<file path="config.mk">
export PLATFORM = sky130hd
export DESIGN_NAME = supply_supervisor_mode_control
export DESIGN_NICKNAME = d
export VERILOG_FILES = /design/src/supervisor_pkg.sv /design/src/delay_timer_if.sv /design/src/delay_timer.sv /design/src/supply_supervisor_mode_control.sv
export SDC_FILE = /design/constraint.sdc
export NUM_CORES = 1
export LEC_CHECK = 0
export BUFFER_PORTS_ARGS = -buffer_cell sky130_fd_sc_hd__clkbuf_2
export CAP_MARGIN = 25
export CORE_MARGIN = 5
export CORE_UTILIZATION = 50
export DETAILED_ROUTE_END_ITERATION = 12
export GPL_TIMING_DRIVEN = 0
export PLACE_DENSITY = 0.78
export SYNTH_ARGS = -nofsm -noshare
export SYNTH_HDL_FRONTEND = slang
export SYNTH_SLANG_ARGS = --single-unit
</file>
<file path="constraint.sdc">
create_clock -name CLK -period 4.9 [get_ports CLK]
set_input_delay 0.245 -clock CLK [delete_from_list [all_inputs] [get_ports CLK]]
set_output_delay 0.245 -clock CLK [all_outputs]
set_load 0.01 [all_outputs]
</file>
<file path="src/supervisor_pkg.sv">
// shared constants, types and state decode for the supervisor mode control
// Notes on behaviour
// - An enabled low-side supervisor with its fast performance bit clear selects slow wake-up, about 150 us.
// - With high-side automatic control set, the high-side monitor is off throughout deep sleep two to four.
// - With overvoltage protect enabled, a main supply overvoltage trip of the active high-side monitor raises a power-on reset.
// - A low-side supervisor or monitor enabled in normal performance selects slow wake-up.
// - A high-side supervisor enabled in normal mode without the low-power select turns off in deep sleep two to four.
// - High-side modules under manual control with the low-power select keep their active state in every sleep mode.
// - A low-side configuration change in full performance holds the settle flag about 2 us.
// - A low-side configuration change in normal mode holds the settle flag about 150 us.
package supervisor_pkg;
    localparam int CLK_PERIOD_NS = 50;
    localparam int SETTLE_FULL_NS = 2000;
    localparam int SETTLE_NORMAL_NS = 150000;
    localparam int WAKE_SLOW_NS = 150000;
    localparam int CNT_W = 12;
    localparam logic [CNT_W-1:0] SETTLE_FULL_CYC =
        CNT_W'((SETTLE_FULL_NS + CLK_PERIOD_NS - 1) / CLK_PERIOD_NS);
    localparam logic [CNT_W-1:0] SETTLE_NORMAL_CYC =
        CNT_W'((SETTLE_NORMAL_NS + CLK_PERIOD_NS - 1) / CLK_PERIOD_NS);
    localparam logic [CNT_W-1:0] WAKE_SLOW_CYC =
        CNT_W'((WAKE_SLOW_NS + CLK_PERIOD_NS - 1) / CLK_PERIOD_NS);

    localparam int ADDR_W = 4;
    localparam int DATA_W = 32;
    localparam logic [ADDR_W-1:0] ADDR_HIGH_CTL = 4'h0;
    localparam logic [ADDR_W-1:0] ADDR_LOW_CTL = 4'h4;
    localparam logic [ADDR_W-1:0] ADDR_STATUS = 4'h8;
    localparam logic [1:0] RESP_OKAY = 2'h0;
    localparam logic [1:0] RESP_SLVERR = 2'h2;

    // control register fields, both sides share the layout
    localparam int CTL_W = 8;
    localparam logic [CTL_W-1:0] CTL_RESET = 8'h00;
    localparam int BIT_SVS_EN = 0;
    localparam int BIT_SVS_LP = 1;
    localparam int BIT_SVS_FP = 2;
    localparam int BIT_SVM_EN = 3;
    localparam int BIT_SVM_FP = 4;
    localparam int BIT_AUTO = 5;
    localparam int BIT_OVP_EN = 6;
    localparam int BIT_EVT_POR = 7;

    // status register fields
    localparam int ST_W = 4;
    localparam int ST_LS_DLY = 0;
    localparam int ST_HS_DLY = 1;
    localparam int ST_LS_EVT = 2;
    localparam int ST_HS_EVT = 3;

    // trip inputs and timers
    localparam int N_TRIP = 5;
    localparam int TRIP_LS_SVS = 0;
    localparam int TRIP_LS_SVM = 1;
    localparam int TRIP_HS_SVS = 2;
    localparam int TRIP_HS_SVM = 3;
    localparam int TRIP_HS_OVER = 4;
    localparam int N_TMR = 3;
    localparam int TMR_LS = 0;
    localparam int TMR_HS = 1;
    localparam int TMR_WAKE = 2;

    typedef enum logic [1:0] {SUP_OFF, SUP_NORMAL, SUP_FULL} sup_state_e;
    typedef enum logic [1:0] {MODE_ACTIVE, MODE_LIGHT, MODE_DEEP} pwr_mode_e;

    // monitors have no low-power select and pass lp_sel = 1
    function automatic sup_state_e sup_decode(input logic en,
        input logic lp_sel, input logic fp, input logic auto_c,
        input logic deep);
        sup_state_e act;
        act = !en ? SUP_OFF : (fp ? SUP_FULL : SUP_NORMAL);
        if (!deep || !en)
            return act;
        if (!lp_sel)
            return SUP_OFF;
        if (!auto_c)
            return act;
        return fp ? SUP_NORMAL : SUP_OFF;
    endfunction
endpackage

</file>
<file path="src/delay_timer_if.sv">
// carrier between the mode control and one delay timer
`timescale 1ns/100ps
`default_nettype none
interface delay_timer_if;
    import supervisor_pkg::*;
    logic ce;
    logic start;
    logic [CNT_W-1:0] load;
    logic busy;
    modport ctrl (output ce, output start, output load, input busy);
    modport tmr (input ce, input start, input load, output busy);
endinterface
`default_nettype wire

</file>
<file path="src/delay_timer.sv">
// down-counting delay timer with a registered busy flag
`timescale 1ns/100ps
`default_nettype none
module delay_timer
    import supervisor_pkg::*;
(
    // clock and reset
    input wire logic clk,
    input wire logic arst_n,
    // control side
    delay_timer_if.tmr t
);
    logic [CNT_W-1:0] cnt_q;
    logic busy_q;

    // restart on start, so a rewrite extends the delay
    always_ff @(posedge clk or negedge arst_n) begin
        if (!arst_n) begin
            cnt_q <= '0;
        end else if (t.ce) begin
            if (t.start) begin
                cnt_q <= t.load;
            end else if (cnt_q != '0) begin
                cnt_q <= cnt_q - CNT_W'(1);
            end
        end
    end

    always_ff @(posedge clk or negedge arst_n) begin
        if (!arst_n) begin
            busy_q <= 1'b0;
        end else if (t.ce) begin
            if (t.start) begin
                busy_q <= (t.load != '0);
            end else if (cnt_q == CNT_W'(1)) begin
                busy_q <= 1'b0;
            end
        end
    end

    assign t.busy = busy_q;
endmodule
`default_nettype wire

</file>
<file path="src/supply_supervisor_mode_control.sv">
// supervisor and monitor mode control with AXI4-Lite register access
//
// The AXI4-Lite register port and the address map were left to the implementer.
`timescale 1ns/100ps
`default_nettype none
module supply_supervisor_mode_control
    import supervisor_pkg::*;
(
    // clock, reset, enable
    input wire logic CLK,
    input wire logic ARST_N,
    input wire logic CE,
    // AXI4-Lite write
    input wire logic AWVALID,
    output logic AWREADY,
    input wire logic [ADDR_W-1:0] AWADDR,
    input wire logic WVALID,
    output logic WREADY,
    input wire logic [DATA_W-1:0] WDATA,
    input wire logic [3:0] WSTRB,
    output logic BVALID,
    input wire logic BREADY,
    output logic [1:0] BRESP,
    // AXI4-Lite read
    input wire logic ARVALID,
    output logic ARREADY,
    input wire logic [ADDR_W-1:0] ARADDR,
    output logic RVALID,
    input wire logic RREADY,
    output logic [DATA_W-1:0] RDATA,
    output logic [1:0] RRESP,
    // power mode from the core, same clock
    input wire logic [1:0] PWR_MODE,
    // analog comparator trips, asynchronous
    input wire logic LS_SVS_TRIP,
    input wire logic LS_SVM_TRIP,
    input wire logic HS_SVS_TRIP,
    input wire logic HS_SVM_TRIP,
    input wire logic HS_OVER_TRIP,
    // module states
    output logic [1:0] LS_SVS_STATE,
    output logic [1:0] LS_SVM_STATE,
    output logic [1:0] HS_SVS_STATE,
    output logic [1:0] HS_SVM_STATE,
    // wake-up and settle
    output logic WAKE_SLOW,
    output logic WAKE_BUSY,
    output logic LS_DLY_FLAG,
    output logic HS_DLY_FLAG,
    // event outputs, one-cycle pulses
    output logic POR_REQ,
    output logic INT_REQ
);
    logic [CTL_W-1:0] high_side_supervisor_control_q;
    logic [CTL_W-1:0] low_side_supervisor_control_q;
    logic ls_evt_q, hs_evt_q;
    logic awready_q, wready_q, bvalid_q, arready_q, rvalid_q;
    logic aw_have_q, w_have_q;
    logic [ADDR_W-1:0] wr_addr_q;
    logic [CTL_W-1:0] wdata_q;
    logic wstrb0_q;
    logic [1:0] bresp_q, rresp_q;
    logic [DATA_W-1:0] rdata_q;
    logic [N_TRIP-1:0] sync1_q, sync2_q, sync3_q;
    sup_state_e ls_svs_q, ls_svm_q, hs_svs_q, hs_svm_q;
    logic wake_slow_q, deep_prev_q, por_q, int_q;

    logic wr_fire, wr_high, wr_low, wr_stat, wr_ok;
    logic deep, rd_ok, ls_evt, hs_svs_evt, hs_svm_evt, ovp_evt;
    logic [DATA_W-1:0] rd_word;
    logic [N_TRIP-1:0] trip_edge;
    logic [CTL_W-1:0] hc, lc;
    logic [ST_W-1:0] status;

    delay_timer_if tmr_if[N_TMR] ();

    generate
        for (genvar i = 0; i < N_TMR; i++) begin : g_tmr
            assign tmr_if[i].ce = CE;
            delay_timer u_tmr (
                .clk(CLK),
                .arst_n(ARST_N),
                .t(tmr_if[i])
            );
        end
    endgenerate

    assign hc = high_side_supervisor_control_q;
    assign lc = low_side_supervisor_control_q;
    // an illegal mode code is treated as the deepest sleep
    assign deep = (PWR_MODE != MODE_ACTIVE) && (PWR_MODE != MODE_LIGHT);

    // write path: address and data taken in either order
    assign wr_fire = aw_have_q && w_have_q && !bvalid_q;
    assign wr_high = wr_fire && wstrb0_q
        && (wr_addr_q[ADDR_W-1:2] == ADDR_HIGH_CTL[ADDR_W-1:2]);
    assign wr_low = wr_fire && wstrb0_q
        && (wr_addr_q[ADDR_W-1:2] == ADDR_LOW_CTL[ADDR_W-1:2]);
    assign wr_stat = wr_fire && wstrb0_q
        && (wr_addr_q[ADDR_W-1:2] == ADDR_STATUS[ADDR_W-1:2]);
    assign wr_ok = (wr_addr_q[ADDR_W-1:2] == ADDR_HIGH_CTL[ADDR_W-1:2])
        || (wr_addr_q[ADDR_W-1:2] == ADDR_LOW_CTL[ADDR_W-1:2])
        || (wr_addr_q[ADDR_W-1:2] == ADDR_STATUS[ADDR_W-1:2]);

    always_ff @(posedge CLK or negedge ARST_N) begin
        if (!ARST_N) begin
            awready_q <= 1'b1;
            aw_have_q <= 1'b0;
            wr_addr_q <= '0;
        end else if (CE) begin
            if (AWVALID && awready_q) begin
                aw_have_q <= 1'b1;
                awready_q <= 1'b0;
                wr_addr_q <= AWADDR;
            end else if (wr_fire) begin
                aw_have_q <= 1'b0;
            end
            if (bvalid_q && BREADY) begin
                awready_q <= 1'b1;
            end
        end
    end

    always_ff @(posedge CLK or negedge ARST_N) begin
        if (!ARST_N) begin
            wready_q <= 1'b1;
            w_have_q <= 1'b0;
            wdata_q <= '0;
            wstrb0_q <= 1'b0;
        end else if (CE) begin
            if (WVALID && wready_q) begin
                w_have_q <= 1'b1;
                wready_q <= 1'b0;
                wdata_q <= WDATA[CTL_W-1:0];
                wstrb0_q <= WSTRB[0];
            end else if (wr_fire) begin
                w_have_q <= 1'b0;
            end
            if (bvalid_q && BREADY) begin
                wready_q <= 1'b1;
            end
        end
    end

    always_ff @(posedge CLK or negedge ARST_N) begin
        if (!ARST_N) begin
            bvalid_q <= 1'b0;
            bresp_q <= RESP_OKAY;
        end else if (CE) begin
            if (wr_fire) begin
                bvalid_q <= 1'b1;
                bresp_q <= wr_ok ? RESP_OKAY : RESP_SLVERR;
            end else if (bvalid_q && BREADY) begin
                bvalid_q <= 1'b0;
            end
        end
    end

    // settle delay restarts on every write to a control register that strobes its low byte
    assign tmr_if[TMR_LS].start = CE && wr_low;
    assign tmr_if[TMR_LS].load = wdata_q[BIT_SVS_FP]
        ? SETTLE_FULL_CYC : SETTLE_NORMAL_CYC;
    assign tmr_if[TMR_HS].start = CE && wr_high;
    assign tmr_if[TMR_HS].load = wdata_q[BIT_SVS_FP]
        ? SETTLE_FULL_CYC : SETTLE_NORMAL_CYC;
    assign tmr_if[TMR_WAKE].start = CE && deep_prev_q && !deep
        && wake_slow_q;
    assign tmr_if[TMR_WAKE].load = WAKE_SLOW_CYC;

    always_ff @(posedge CLK or negedge ARST_N) begin
        if (!ARST_N) begin
            high_side_supervisor_control_q <= CTL_RESET;
            low_side_supervisor_control_q <= CTL_RESET;
        end else if (CE) begin
            if (wr_high) begin
                high_side_supervisor_control_q <= wdata_q;
            end
            if (wr_low) begin
                low_side_supervisor_control_q <= wdata_q;
            end
        end
    end

    // read path
    assign status = {hs_evt_q, ls_evt_q, tmr_if[TMR_HS].busy,
        tmr_if[TMR_LS].busy};

    always_comb begin
        rd_word = '0;
        rd_ok = 1'b1;
        if (ARADDR[ADDR_W-1:2] == ADDR_HIGH_CTL[ADDR_W-1:2]) begin
            rd_word = DATA_W'(hc);
        end else if (ARADDR[ADDR_W-1:2] == ADDR_LOW_CTL[ADDR_W-1:2]) begin
            rd_word = DATA_W'(lc);
        end else if (ARADDR[ADDR_W-1:2] == ADDR_STATUS[ADDR_W-1:2]) begin
            rd_word = DATA_W'(status);
        end else begin
            rd_ok = 1'b0;
        end
    end

    always_ff @(posedge CLK or negedge ARST_N) begin
        if (!ARST_N) begin
            arready_q <= 1'b1;
            rvalid_q <= 1'b0;
            rdata_q <= '0;
            rresp_q <= RESP_OKAY;
        end else if (CE) begin
            if (ARVALID && arready_q) begin
                arready_q <= 1'b0;
                rvalid_q <= 1'b1;
                rdata_q <= rd_word;
                rresp_q <= rd_ok ? RESP_OKAY : RESP_SLVERR;
            end else if (rvalid_q && RREADY) begin
                rvalid_q <= 1'b0;
                arready_q <= 1'b1;
            end
        end
    end

    // trip synchronisers, third stage only for edge detection
    always_ff @(posedge CLK or negedge ARST_N) begin
        if (!ARST_N) begin
            sync1_q <= '0;
            sync2_q <= '0;
            sync3_q <= '0;
        end else if (CE) begin
            sync1_q <= {HS_OVER_TRIP, HS_SVM_TRIP, HS_SVS_TRIP,
                LS_SVM_TRIP, LS_SVS_TRIP};
            sync2_q <= sync1_q;
            sync3_q <= sync2_q;
        end
    end

    // trips other than the overvoltage trip are ignored while the side is still settling
    assign trip_edge = sync2_q & ~sync3_q;
    assign ls_evt = !tmr_if[TMR_LS].busy
        && ((trip_edge[TRIP_LS_SVS] && ls_svs_q != SUP_OFF)
        || (trip_edge[TRIP_LS_SVM] && ls_svm_q != SUP_OFF));
    assign hs_svs_evt = !tmr_if[TMR_HS].busy
        && trip_edge[TRIP_HS_SVS] && hs_svs_q != SUP_OFF;
    assign hs_svm_evt = !tmr_if[TMR_HS].busy && !hc[BIT_OVP_EN]
        && trip_edge[TRIP_HS_SVM] && hs_svm_q != SUP_OFF;
    assign ovp_evt = hc[BIT_OVP_EN] && trip_edge[TRIP_HS_OVER]
        && hs_svm_q != SUP_OFF;

    always_ff @(posedge CLK or negedge ARST_N) begin
        if (!ARST_N) begin
            por_q <= 1'b0;
            int_q <= 1'b0;
        end else if (CE) begin
            por_q <= (ls_evt && lc[BIT_EVT_POR]) || hs_svs_evt
                || ovp_evt;
            int_q <= (ls_evt && !lc[BIT_EVT_POR]) || hs_svm_evt;
        end
    end

    // sticky event flags, a new event beats a write-one clear
    always_ff @(posedge CLK or negedge ARST_N) begin
        if (!ARST_N) begin
            ls_evt_q <= 1'b0;
            hs_evt_q <= 1'b0;
        end else if (CE) begin
            ls_evt_q <= ls_evt || (ls_evt_q && !(wr_stat
                && wdata_q[ST_LS_EVT]));
            hs_evt_q <= hs_svs_evt || hs_svm_evt || ovp_evt
                || (hs_evt_q && !(wr_stat && wdata_q[ST_HS_EVT]));
        end
    end

    always_ff @(posedge CLK or negedge ARST_N) begin
        if (!ARST_N) begin
            ls_svs_q <= SUP_OFF;
            ls_svm_q <= SUP_OFF;
            hs_svs_q <= SUP_OFF;
            hs_svm_q <= SUP_OFF;
        end else if (CE) begin
            ls_svs_q <= sup_decode(lc[BIT_SVS_EN], lc[BIT_SVS_LP],
                lc[BIT_SVS_FP], lc[BIT_AUTO], deep);
            ls_svm_q <= sup_decode(lc[BIT_SVM_EN], 1'b1,
                lc[BIT_SVM_FP], lc[BIT_AUTO], deep);
            hs_svs_q <= sup_decode(hc[BIT_SVS_EN], hc[BIT_SVS_LP],
                hc[BIT_SVS_FP], hc[BIT_AUTO], deep);
            // automatic control parks the high monitor in deep sleep
            hs_svm_q <= (deep && hc[BIT_AUTO]) ? SUP_OFF
                : sup_decode(hc[BIT_SVM_EN], 1'b1, hc[BIT_SVM_FP],
                hc[BIT_AUTO], deep);
        end
    end

    always_ff @(posedge CLK or negedge ARST_N) begin
        if (!ARST_N) begin
            wake_slow_q <= 1'b0;
            deep_prev_q <= 1'b0;
        end else if (CE) begin
            wake_slow_q <= (lc[BIT_SVS_EN] && !lc[BIT_SVS_FP])
                || (lc[BIT_SVM_EN] && !lc[BIT_SVM_FP]);
            deep_prev_q <= deep;
        end
    end

    assign AWREADY = awready_q;
    assign WREADY = wready_q;
    assign BVALID = bvalid_q;
    assign BRESP = bresp_q;
    assign ARREADY = arready_q;
    assign RVALID = rvalid_q;
    assign RDATA = rdata_q;
    assign RRESP = rresp_q;
    assign LS_SVS_STATE = ls_svs_q;
    assign LS_SVM_STATE = ls_svm_q;
    assign HS_SVS_STATE = hs_svs_q;
    assign HS_SVM_STATE = hs_svm_q;
    assign WAKE_SLOW = wake_slow_q;
    assign WAKE_BUSY = tmr_if[TMR_WAKE].busy;
    assign LS_DLY_FLAG = tmr_if[TMR_LS].busy;
    assign HS_DLY_FLAG = tmr_if[TMR_HS].busy;
    assign POR_REQ = por_q;
    assign INT_REQ = int_q;

    // helper: length of the low-side settle window
    logic [CNT_W-1:0] ls_len_q;
    logic ls_fast_q;
    always_ff @(posedge CLK or negedge ARST_N) begin
        if (!ARST_N) begin
            ls_len_q <= '0;
            ls_fast_q <= 1'b0;
        end else if (CE) begin
            if (tmr_if[TMR_LS].start) begin
                ls_len_q <= '0;
                ls_fast_q <= wdata_q[BIT_SVS_FP];
            end else if (LS_DLY_FLAG) begin
                ls_len_q <= ls_len_q + CNT_W'(1);
            end
        end
    end
endmodule
`default_nettype wire

</file>
==> impl_metrics.csv, run 1 <==
group,metric,value,unit
timing,tightest_slew,0.856,ns
grt,grt_pass1_vias,4449,
place,dp_hpwl,10100,um
clock_network,clk_pin_slew_worst_paths,0.07,ns
setup_path,cpPeakStageDelay,0.69,ns
worst_hold_path,hp-class,"in -> async",
synth,yosysSeqAreaShare,49.3,%
clock_network,htreeDepth,3,
grt,global_route.usage.met1,27.2,%
clock_network,postCtsHoldBufs,0,
final_layout,regArea,2810,um2
status,run_status,"complete, no violations",
die,num_io_pins,114,
synth,yosysTopAreaCellShare,47.9,%
final_layout,layout_common_cells,"dfrtp_1 (109), nand2_1 (82), clkbuf_2 (51)",
timing,tns,0,ns
setup_path,arrival,2.63,ns
synth,synth_area,5690,um2
synth,syn_area_per_cell,10.1,um2
grt,grt.overflow.total,0,
clock_network,clockBufferDepth,2,
grt,grt_use_total,21.0,%
clock_network,cts_sinks,112,
synth,ys_types,65,
timing,timing.fmax,425,MHz
synth,syn_inst,561,
timing,min_period_over_period,48.0,%
die,fp.dieArea,13600,um2
pwr,ir_worst_vdd,330,uV
setup_path,cp-end-kind,"flip-flop",
setup_path,crit_top_cell,"nand2_1",
final_layout,n_antenna_cell,0,
pwr,powerDensity,394,nW/um2
setup_path,crit_chain,"nand4b_1 -> nor2_1 -> clkbuf_1 -> nand2_1 -> nand2_1",
setup_path,path_class,"reg -> reg",
final_layout,multiInputGateArea,2620,um2
clock_network,numCtsBuffers,9,
routing,vias,4619,
timing,finalMaxSlewViolations,0,
clock_network,cts_setup_buffers,0,
grt,antenna_found_initial,0,
grt,top_usage_layer,"met2",
grt,met3_usage,4.56,%
clock_network,insertion_delay,0.35,ns
synth,synthTopCellsByArea,"dfrtp_1 (48%), mux2_2 (6.1%), nand2_1 (5.4%)",
die,core_area,11300,um2
routing,routed_wl,14000,um
synth,synth-seq-cells,112,
setup_path,crit_path_max_fanout,10,
synth,synthArstFlopShare,100,%
grt,gr-usage-met2,35.7,%
place,gp_congestion,0.950,
die,die_height,117,um
timing,hold_ws,0.0174,ns
synth,ys_warn_count,0,
job,max-cap-violations,0,
timing,fin_crit,2.35,ns
timing,hold_violations,0,
clock_network,clock_tree.root_cell,"clkbuf_16",
routing,postRouteAntennaNets,0,
synth,synth_edf_count,0,
final_layout,fill_cells,991,
die,die_x,117,um
timing,setup_viol,0,
final_layout,drive_gt1_share,22.5,%
grt,grt_pass1_wl,22300,um
setup_path,cp_slowest_cell,"nor2_1",
timing,final.setup_skew,0.00857,ns
die,row_count,39,
die,start_util,50.5,%
clock_network,ctsResizeCount,0,
timing,rsz0062_at_grt,"false",
routing,drc,0,
routing,detail_route.wl_per_cell,17.6,um
pwr,p_leak,3.09,nW
clock_network,tritoncts,"built",
timing,slew_headroom,43.0,%
setup_path,crit_required,5.18,ns
final_layout,final_nets,717,
synth,synthFlopType,"dfrtp_1",
synth,synth_area_leader_cell,"dfrtp_1",
routing,routed_via_density,5.80,
setup_path,crit_path_start_kind,"flip-flop",
final_layout,syn_to_final_growth,14.8,%
grt,grt_max_degree,113,
final_layout,final_common_cell,"dfrtp_1",
routing,drtIter0Drc,353,
place,io_buffer_count,52,
routing,drtPass1Iterations,5,
==> per-stage QoR <==
stage | total power [W] | utilization (%) | setup WS, ns | cell area [um2] | std cells
after floorplan | 0.00166 | - | 3.05 | 5790 | 586
after global placement | 0.00180 | 55.2 | 2.06 | 6230 | 781
after detailed placement | 0.00183 | 55.3 | 2.59 | 6230 | 781
after CTS | 0.00258 | 58.0 | 2.58 | 6540 | 797
after global routing | 0.00272 | 58.0 | 2.30 | 6540 | 797
final | 0.00258 | 58.0 | 2.55 | 6540 | 797
==> cells in the mapped netlist (4+ instances only) <==
master	instances
nand2b_1	5
ha_1	9
and3_1	5
nor3_1	15
nor4_1	5
nor2_1	25
nand4b_1	6
a211o_1	4
dfrtp_1	109
o41ai_1	4
or3_1	6
and4_1	5
buf_2	4
o2bb2ai_1	5
o22ai_1	6
nand3_1	19
mux2_2	31
nor3b_1	5
nor2b_1	4
a31oi_1	8
buf_4	26
a211oi_1	7
o31ai_1	8
o21ai_0	29
nand2_1	82
a21oi_1	14
nand4_1	8
inv_1	21
clkbuf_1	16
mux2i_1	12
==> power by group <==
group	internal [W]	switching (W)
clock	0.000424	0.000323
sequential	0.00107	0.000164
combinational	0.000254	0.000347
==> registers in the layout, summed over array words and instances, names as in the netlist, 3 cells and up <==
signal,count
sync1_q,5
g_tmr.u_tmr.t.busy,3
lc,8
wdata_q,8
g_tmr.u_tmr.cnt_q,36
RDATA,8
sync2_q,5
hc,8
sync3_q,5
==> worst max-delay path: cells and delay by family (launching register included) <==
family	cells	cell delay, ns
buffers and inverters	1	0.49
AND/OR/NAND/NOR	4	1.36
flip-flops	1	0.44
==> worst paths after layout <==
| path | start | slack (ns) | depth (start not counted) | to |
|---|---|---|---|---|
| setup reg to reg | BVALID | 2.55 | 5 | lc[0] |
| max in group asynchronous | ARST_N | 4.31 | 1 | g_tmr[1].u_tmr.cnt_q[11] |
| hold / removal | ARST_N | 0.02 | 1 | sync2_q[3] |
| min in group CLK | ARVALID | 0.08 | 2 | ARREADY |
| setup / recovery | BVALID | 2.55 | 5 | lc[0] |
| hold reg to reg | hc[7] | 0.49 | 2 | hc[7] |
==> cell type report <==
| class | count | area share [%] |
|---|---|---|
| sequential | 112 | 42.9 |
| clock buffer | 13 | 3.98 |
| multi-input combinational | 405 | 40.1 |
| inverter | 21 | 1.21 |
| buffer | 48 | 4.33 |
| tap | 143 | 2.74 |
| clock inverter | 3 | 0.651 |
| timing repair buffer | 52 | 4.11 |
==> kinds of logic (layout without fill, tap and decap cells) <==
kind of cell	Yosys count	after routing	synth area share (%)
AND/OR/NAND/NOR	214	214	20.0
flip-flops	112	112	49.3
AO/OA/AOI/OAI	111	111	13.7
buffers and inverters	69	137	6.35
multiplexers	43	43	8.24
adder cells (fa/ha/maj)	9	9	1.98
XOR/XNOR	2	2	0.308
other	1	26	0.0659
==> layer usage <==
layer | vias to the layer above | part of all wire [%]
met1 | 2258 | 42
met2 | 175 | 49
met4 | 0 | 1.2
li1 | 2169 | -
met3 | 17 | 7.6
met5 | - | 0
No activity file was read; power rests on OpenSTA's default activity.
==> inputs of run 2 (changes only) <==
Settings changed: PLACE_DENSITY 0.78 to 0.8.
Clock period 4.9 ns to 1.9 ns, I/O delays scaled along.
==> run 2 against run 1 <==
Against the previous run: the flow now finishes with violations (negative hold slack, negative setup slack); flip-flop and latch count stayed put; worst setup slack worse by 2.6 ns; global-route usage is 0.90 points higher; core utilization is 4.0 points higher; clock power grew to 2.6 times the previous value; total power grew to 2.8 times the previous value; clock-buffer cell count stayed put; fmax is 22% higher; cell count is 3.8% higher; critical path type unchanged.
==> impl_metrics.csv, run 2 (same netlist as run 1, synthesis figures left out) <==
group,metric,value,unit
final_layout,syn_to_final_growth,22.7,%
worst_hold_path,holdPathStages,2,
final_layout,largest_reg_flops,36,
pwr,switching_share,33.0,%
pwr,p_clk_share,26.9,%
final_layout,layout_common_cells,"dfrtp_1 (104), nand2_1 (82), clkbuf_2 (52)",
clock_network,numCtsBuffers,9,
setup_path,path_class,"reg -> reg",
die,start_util,50.5,%
setup_path,crit_path_max_fanout,5,
setup_path,rr_worst_depth,5,
timing,slew_headroom,40.4,%
setup_path,crit_start,"g_tmr[0].u_tmr.cnt_q[9]",
pwr,power,0.00717,W
final_layout,largest-register,"g_tmr.u_tmr.cnt_q",
setup_path,cpPeakStageDelay,0.55,ns
clock_network,insertion_delay,0.35,ns
timing,hold_violations,1,
timing,min_period_over_period,101,%
pwr,ir_worst_vdd,1100,uV
pwr,powerDensity,1030,nW/um2
clock_network,htreeDepth,3,
place,placed_area,6230,um2
clock_network,cts_sinks,112,
pwr,seqPwrFrac,45.4,%
setup_path,crit_required,2.15,ns
status,violations,"negative hold slack, negative setup slack",
die,row_count,39,
die,core_area,11300,um2
grt,grt.overflow.total,0,
setup_path,crit_path_start_kind,"flip-flop",
grt,grt_use_total,21.9,%
timing,final.setup_skew,0.00490,ns
timing,timing.final.ws_setup,-0.0257,ns
routing,drc,0,
routing,drtPass1Iterations,5,
setup_path,cp-end-kind,"flip-flop",
routing,vias,4811,
clock_network,clock_tree.root_cell,"clkbuf_16",
worst_hold_path,holdPathEnd,"wdata_q[2]",
final_layout,final_nets,747,
job,max-cap-violations,0,
pwr,p_int,0.00480,W
die,fp.dieArea,13600,um2
setup_path,crit_buf_inv,1,
setup_path,crit_chain,"or4_4 -> o41ai_4 -> buf_4 -> nor4_2 -> a31o_1",
status,run_status,"finished with violations",
timing,setup_viol,1,
clock_network,clk_pin_slew_worst_paths,0.07,ns
clock_network,clockBufferDepth,2,
pwr,comb_power_share,27.7,%
die,die_height,117,um
final_layout,n_antenna_cell,0,
setup_path,timing.rr.start,"g_tmr[0].u_tmr.cnt_q[9]",
grt,grt_pass1_vias,4555,
timing,hold_ws,-0.00180,ns
setup_path,arrival,2.17,ns
routing,postRouteAntennaNets,0,
worst_hold_path,hp-class,"in -> reg",
timing,rsz0062_at_grt,"true",
setup_path,cp_slowest_cell,"or4_4",
grt,grt_pass1_wl,23400,um
routing,drtIter0Drc,551,
timing,tightest_slew,0.894,ns
die,die_x,117,um
clock_network,tritoncts,"built",
final_layout,final_area,6980,um2
setup_path,crit_family,"compound AO/OA/AOI/OAI gates",
grt,grt_max_degree,113,
setup_path,r2r_end,"g_tmr[0].u_tmr.cnt_q[6]",
worst_hold_path,worstHoldStart,"WDATA[2]",
pwr,p_leak,3.27,nW
timing,timing.fmax,519,MHz
place,io_buffer_count,52,
routing,routed_wl,14700,um
place,dp_hpwl,9790,um
final_layout,drive_gt1_share,27.8,%
routing,detail_route.wl_per_cell,17.8,um
grt,antenna_found_initial,0,
routing,routed_via_density,5.82,
place,pre_cts_ws,-0.395,ns
timing,finalMaxSlewViolations,0,
final_layout,final_common_cell,"dfrtp_1",
place,gp_congestion,0.954,
setup_path,r2r_slack,-0.03,ns
pwr,switchingPower,0.00237,W
timing,fin_crit,1.93,ns
die,num_io_pins,114,
[run 2: changes by cell type in the layout (fill, tap and decap cells not counted), sizes merged]
cell and change:
clkbuf -2, buf +17, dlygate4sd3 +15, clkinv +1, clkinvlp -1
[run 2: worst max path at each step]
| stage | depth (start not counted) | slack (ns) | to |
|---|---|---|---|
| 2_1_floorplan | 4 | 0.05 | hc[1] |
| 3_3_place_gp | 1 | -0.77 | BVALID |
| 3_5_place_dp | 4 | -0.40 | lc[5] |
| 4_1_cts | 5 | -0.03 | g_tmr[0].u_tmr.cnt_q[6] |
| 5_1_grt | 5 | -0.08 | g_tmr[0].u_tmr.cnt_q[6] |
| 6_report | 5 | -0.03 | g_tmr[0].u_tmr.cnt_q[6] |
[run 2: final cells by class]
class | count | area (um2)
Clock inverter | 3 | 40.0
Clock buffer | 13 | 260
Timing Repair Buffer | 85 | 558
Sequential cell | 112 | 2810
Inverter | 21 | 78.8
Fill cell | 916 | 4290
Multi-Input combinational cell | 405 | 2780
Buffer | 45 | 278
Tap cell | 143 | 179
[run 2: stage by stage]
step | util (%) | cells | TNS, ns
after floorplan | - | 586 | 0
after global placement | 55.2 | 781 | -91.61
after detailed placement | 55.3 | 781 | -10.20
after CTS | 60.5 | 820 | -0.0253
after global routing | 62.0 | 827 | -0.240
final | 62.0 | 827 | -0.0257
[run 2: what timing repair did]
action	4_1_cts	5_1_grt
hold buffers	15	0
gates resized for setup	18	27
pin swaps	2	13
endpoints found under the hold margin	123	0
endpoints found under the setup margin	32	23
cloned	0	0
buffers inserted	10	8
[run 2: power groups by stage]
stage          sequential [W]  clock [W]  combinational [W]
3_3_place_gp          0.00317          0            0.00146
5_1_grt               0.00331    0.00205            0.00218
2_1_floorplan         0.00310          0            0.00118
4_1_cts               0.00319    0.00195            0.00171
6_report              0.00325    0.00193            0.00199
3_5_place_dp          0.00320          0            0.00151
[run 2: layer usage]
layer / share of wire, % / vias to the layer above / global-route usage [%]
met5: 0 / - / 0
met2: 49 / 187 / 36.3
li1: - / 2215 / -
met3: 7.1 / 24 / 4.56
met4: 1.8 / 0 / 6.73
met1: 42 / 2385 / 28.9
==> inputs of run 3 (changes only) <==
Settings changed: GPL_TIMING_DRIVEN 0 to not set.
==> run 3 against run 2 <==
Against the previous run: die area stayed put; first-iteration DRC count is 24% lower; non-clock buffer count is 12 lower; cell count is 1.5% lower; largest cell class unchanged; the run now ends clean; sequential power is 2% lower; highest routed layer unchanged; combinational power is 5% lower.
==> impl_metrics.csv, run 3 (same netlist as run 1, synthesis figures left out) <==
group,metric,value,unit
timing,rsz0062_at_grt,"true",
pwr,power,0.00691,W
pwr,p_leak,3.22,nW
routing,drtIter0Drc,419,
clock_network,clockBufferDepth,2,
place,io_buffer_count,55,
setup_path,crit_required,2.14,ns
setup_path,crit_chain,"or4_4 -> o41ai_4 -> buf_4 -> nor4_4 -> a31o_1",
routing,detail_route.wl_per_cell,16.6,um
final_layout,fill_cells,909,
final_layout,utilization,60.8,%
setup_path,cp_slowest_cell,"or4_4",
final_layout,drive_gt1_share,26.9,%
timing,fin_crit,1.86,ns
timing,hold_violations,0,
final_layout,syn_to_final_growth,20.3,%
status,run_status,"complete, no violations",
final_layout,n_antenna_cell,0,
routing,routed_via_density,5.76,
timing,finalMaxSlewViolations,0,
grt,grt.overflow.total,0,
final_layout,largest_reg_flops,36,
job,max-cap-violations,0,
die,row_count,39,
timing,slew_headroom,54.7,%
grt,grt_use_total,20.5,%
routing,postRouteAntennaNets,0,
timing,tns,0,ns
final_layout,final_common_cell,"dfrtp_1",
setup_path,cpPeakStageDelay,0.56,ns
routing,drtPass1Iterations,5,
pwr,ir_worst_vdd,943,uV
setup_path,crit_path_max_fanout,5,
routing,routed_wl,13500,um
timing,final.setup_skew,0.0122,ns
die,fp.dieArea,13600,um2
routing,drc,0,
final_layout,final_area,6850,um2
die,die_height,117,um
place,dp_hpwl,9700,um
die,die_x,117,um
place,gp_congestion,0.902,
die,start_util,50.5,%
grt,grt_pass1_vias,4561,
routing,vias,4691,
pwr,powerDensity,1010,nW/um2
grt,grt_pass1_wl,22000,um
clock_network,htreeDepth,3,
grt,antenna_found_initial,0,
clock_network,clock_tree.root_cell,"clkbuf_16",
timing,tightest_slew,0.679,ns
timing,timing.fmax,539,MHz
final_layout,final_cells,815,
clock_network,insertion_delay,0.35,ns
setup_path,cp-end-kind,"flip-flop",
clock_network,clk_pin_slew_worst_paths,0.07,ns
place,placed_area,6300,um2
setup_path,path_class,"reg -> reg",
setup_path,arrival,2.09,ns
final_layout,layout_common_cells,"dfrtp_1 (108), nand2_1 (82), clkbuf_2 (54)",
die,core_area,11300,um2
setup_path,crit_path_start_kind,"flip-flop",
clock_network,numCtsBuffers,9,
final_layout,largest-register,"g_tmr.u_tmr.cnt_q",
final_layout,final_nets,735,
worst_hold_path,hp-class,"in -> reg",
place,numPlacedInstances,780,
clock_network,cts_sinks,112,
timing,setup_viol,0,
die,num_io_pins,114,
timing,min_period_over_period,97.7,%
grt,grt_max_degree,52,
clock_network,tritoncts,"built",
## run 3: cell count changes in the layout (fill, tap and decap cells not counted), moves of 3 or more
cell      delta
clkbuf_1    -15
buf_4        +4
clkinv_4     +3
o21ai_0      +4
dfrtp_2      -4
dfrtp_1      +4
o21ai_1      -3
## run 3: timing repair
item | CTS | global route
gates resized for setup | 0 | 16
hold buffers | 16 | 0
setup buffers | 1 | 2
gates cloned | 0 | 0
pin swaps | 2 | 4
setup endpoints to repair | 1 | 13
endpoints found under the hold margin | 59 | 0
## run 3: path summary, 6_finish.rpt
| kind | slack, ns | depth (start not counted) | start | to |
|---|---|---|---|---|
| max | 0.04 | 5 | g_tmr[0].u_tmr.cnt_q[10] | g_tmr[0].u_tmr.cnt_q[6] |
| min | 0.02 | 2 | WDATA[1] | wdata_q[1] |
| max reg2reg | 0.04 | 5 | g_tmr[0].u_tmr.cnt_q[10] | g_tmr[0].u_tmr.cnt_q[6] |
| min reg2reg | 0.48 | 2 | lc[6] | lc[6] |
| max in group asynchronous | 0.93 | 3 | ARST_N | wdata_q[5] |
| min in group asynchronous | 0.33 | 2 | ARST_N | sync1_q[1] |
## run 3: layout make-up
cell class,instances,area [um2],area share (%)
sequential,112,2810,41.0
multi-input combinational,405,2690,39.2
timing repair buffer,118,803,11.7
clock buffer,11,253,3.69
tap,143,179,2.61
inverter,21,78.8,1.15
clock inverter,5,41.3,0.603
## run 3: power by group
group | switching (W) | total, W | internal (W)
sequential | 0.000422 | 0.00317 | 0.00275
combinational | 0.00102 | 0.00190 | 0.000884
clock | 0.000864 | 0.00183 | 0.000969
total | 0.00231 | 0.00691 | 0.00460
## run 3: worst max-delay path, delay by kind of cell, from the launching register on
family	cells	cell delay [ns]
flops	1	0.38
buf+inv	1	0.21
compound gates	2	0.55
simple gates	2	0.60
## run 3: routing by layer
layer	GRT usage [%]	share of wire, %	vias to the layer above
met5	0	0	-
met4	6.73	2.3	0
met3	4.61	6.6	27
met2	34.0	49	166
met1	26.6	42	2299
li1	-	-	2199
## run 3: metrics by stage
stage | setup WS (ns) | hold WS [ns]
global route | -0.0251 | 0.00434
finish | 0.0433 | 0.0157
CTS | -0.00357 | 0.00391
global placement | 0.0319 | 0.165
detailed placement | -0.000892 | 0.174
floorplan | 0.0548 | -0.201
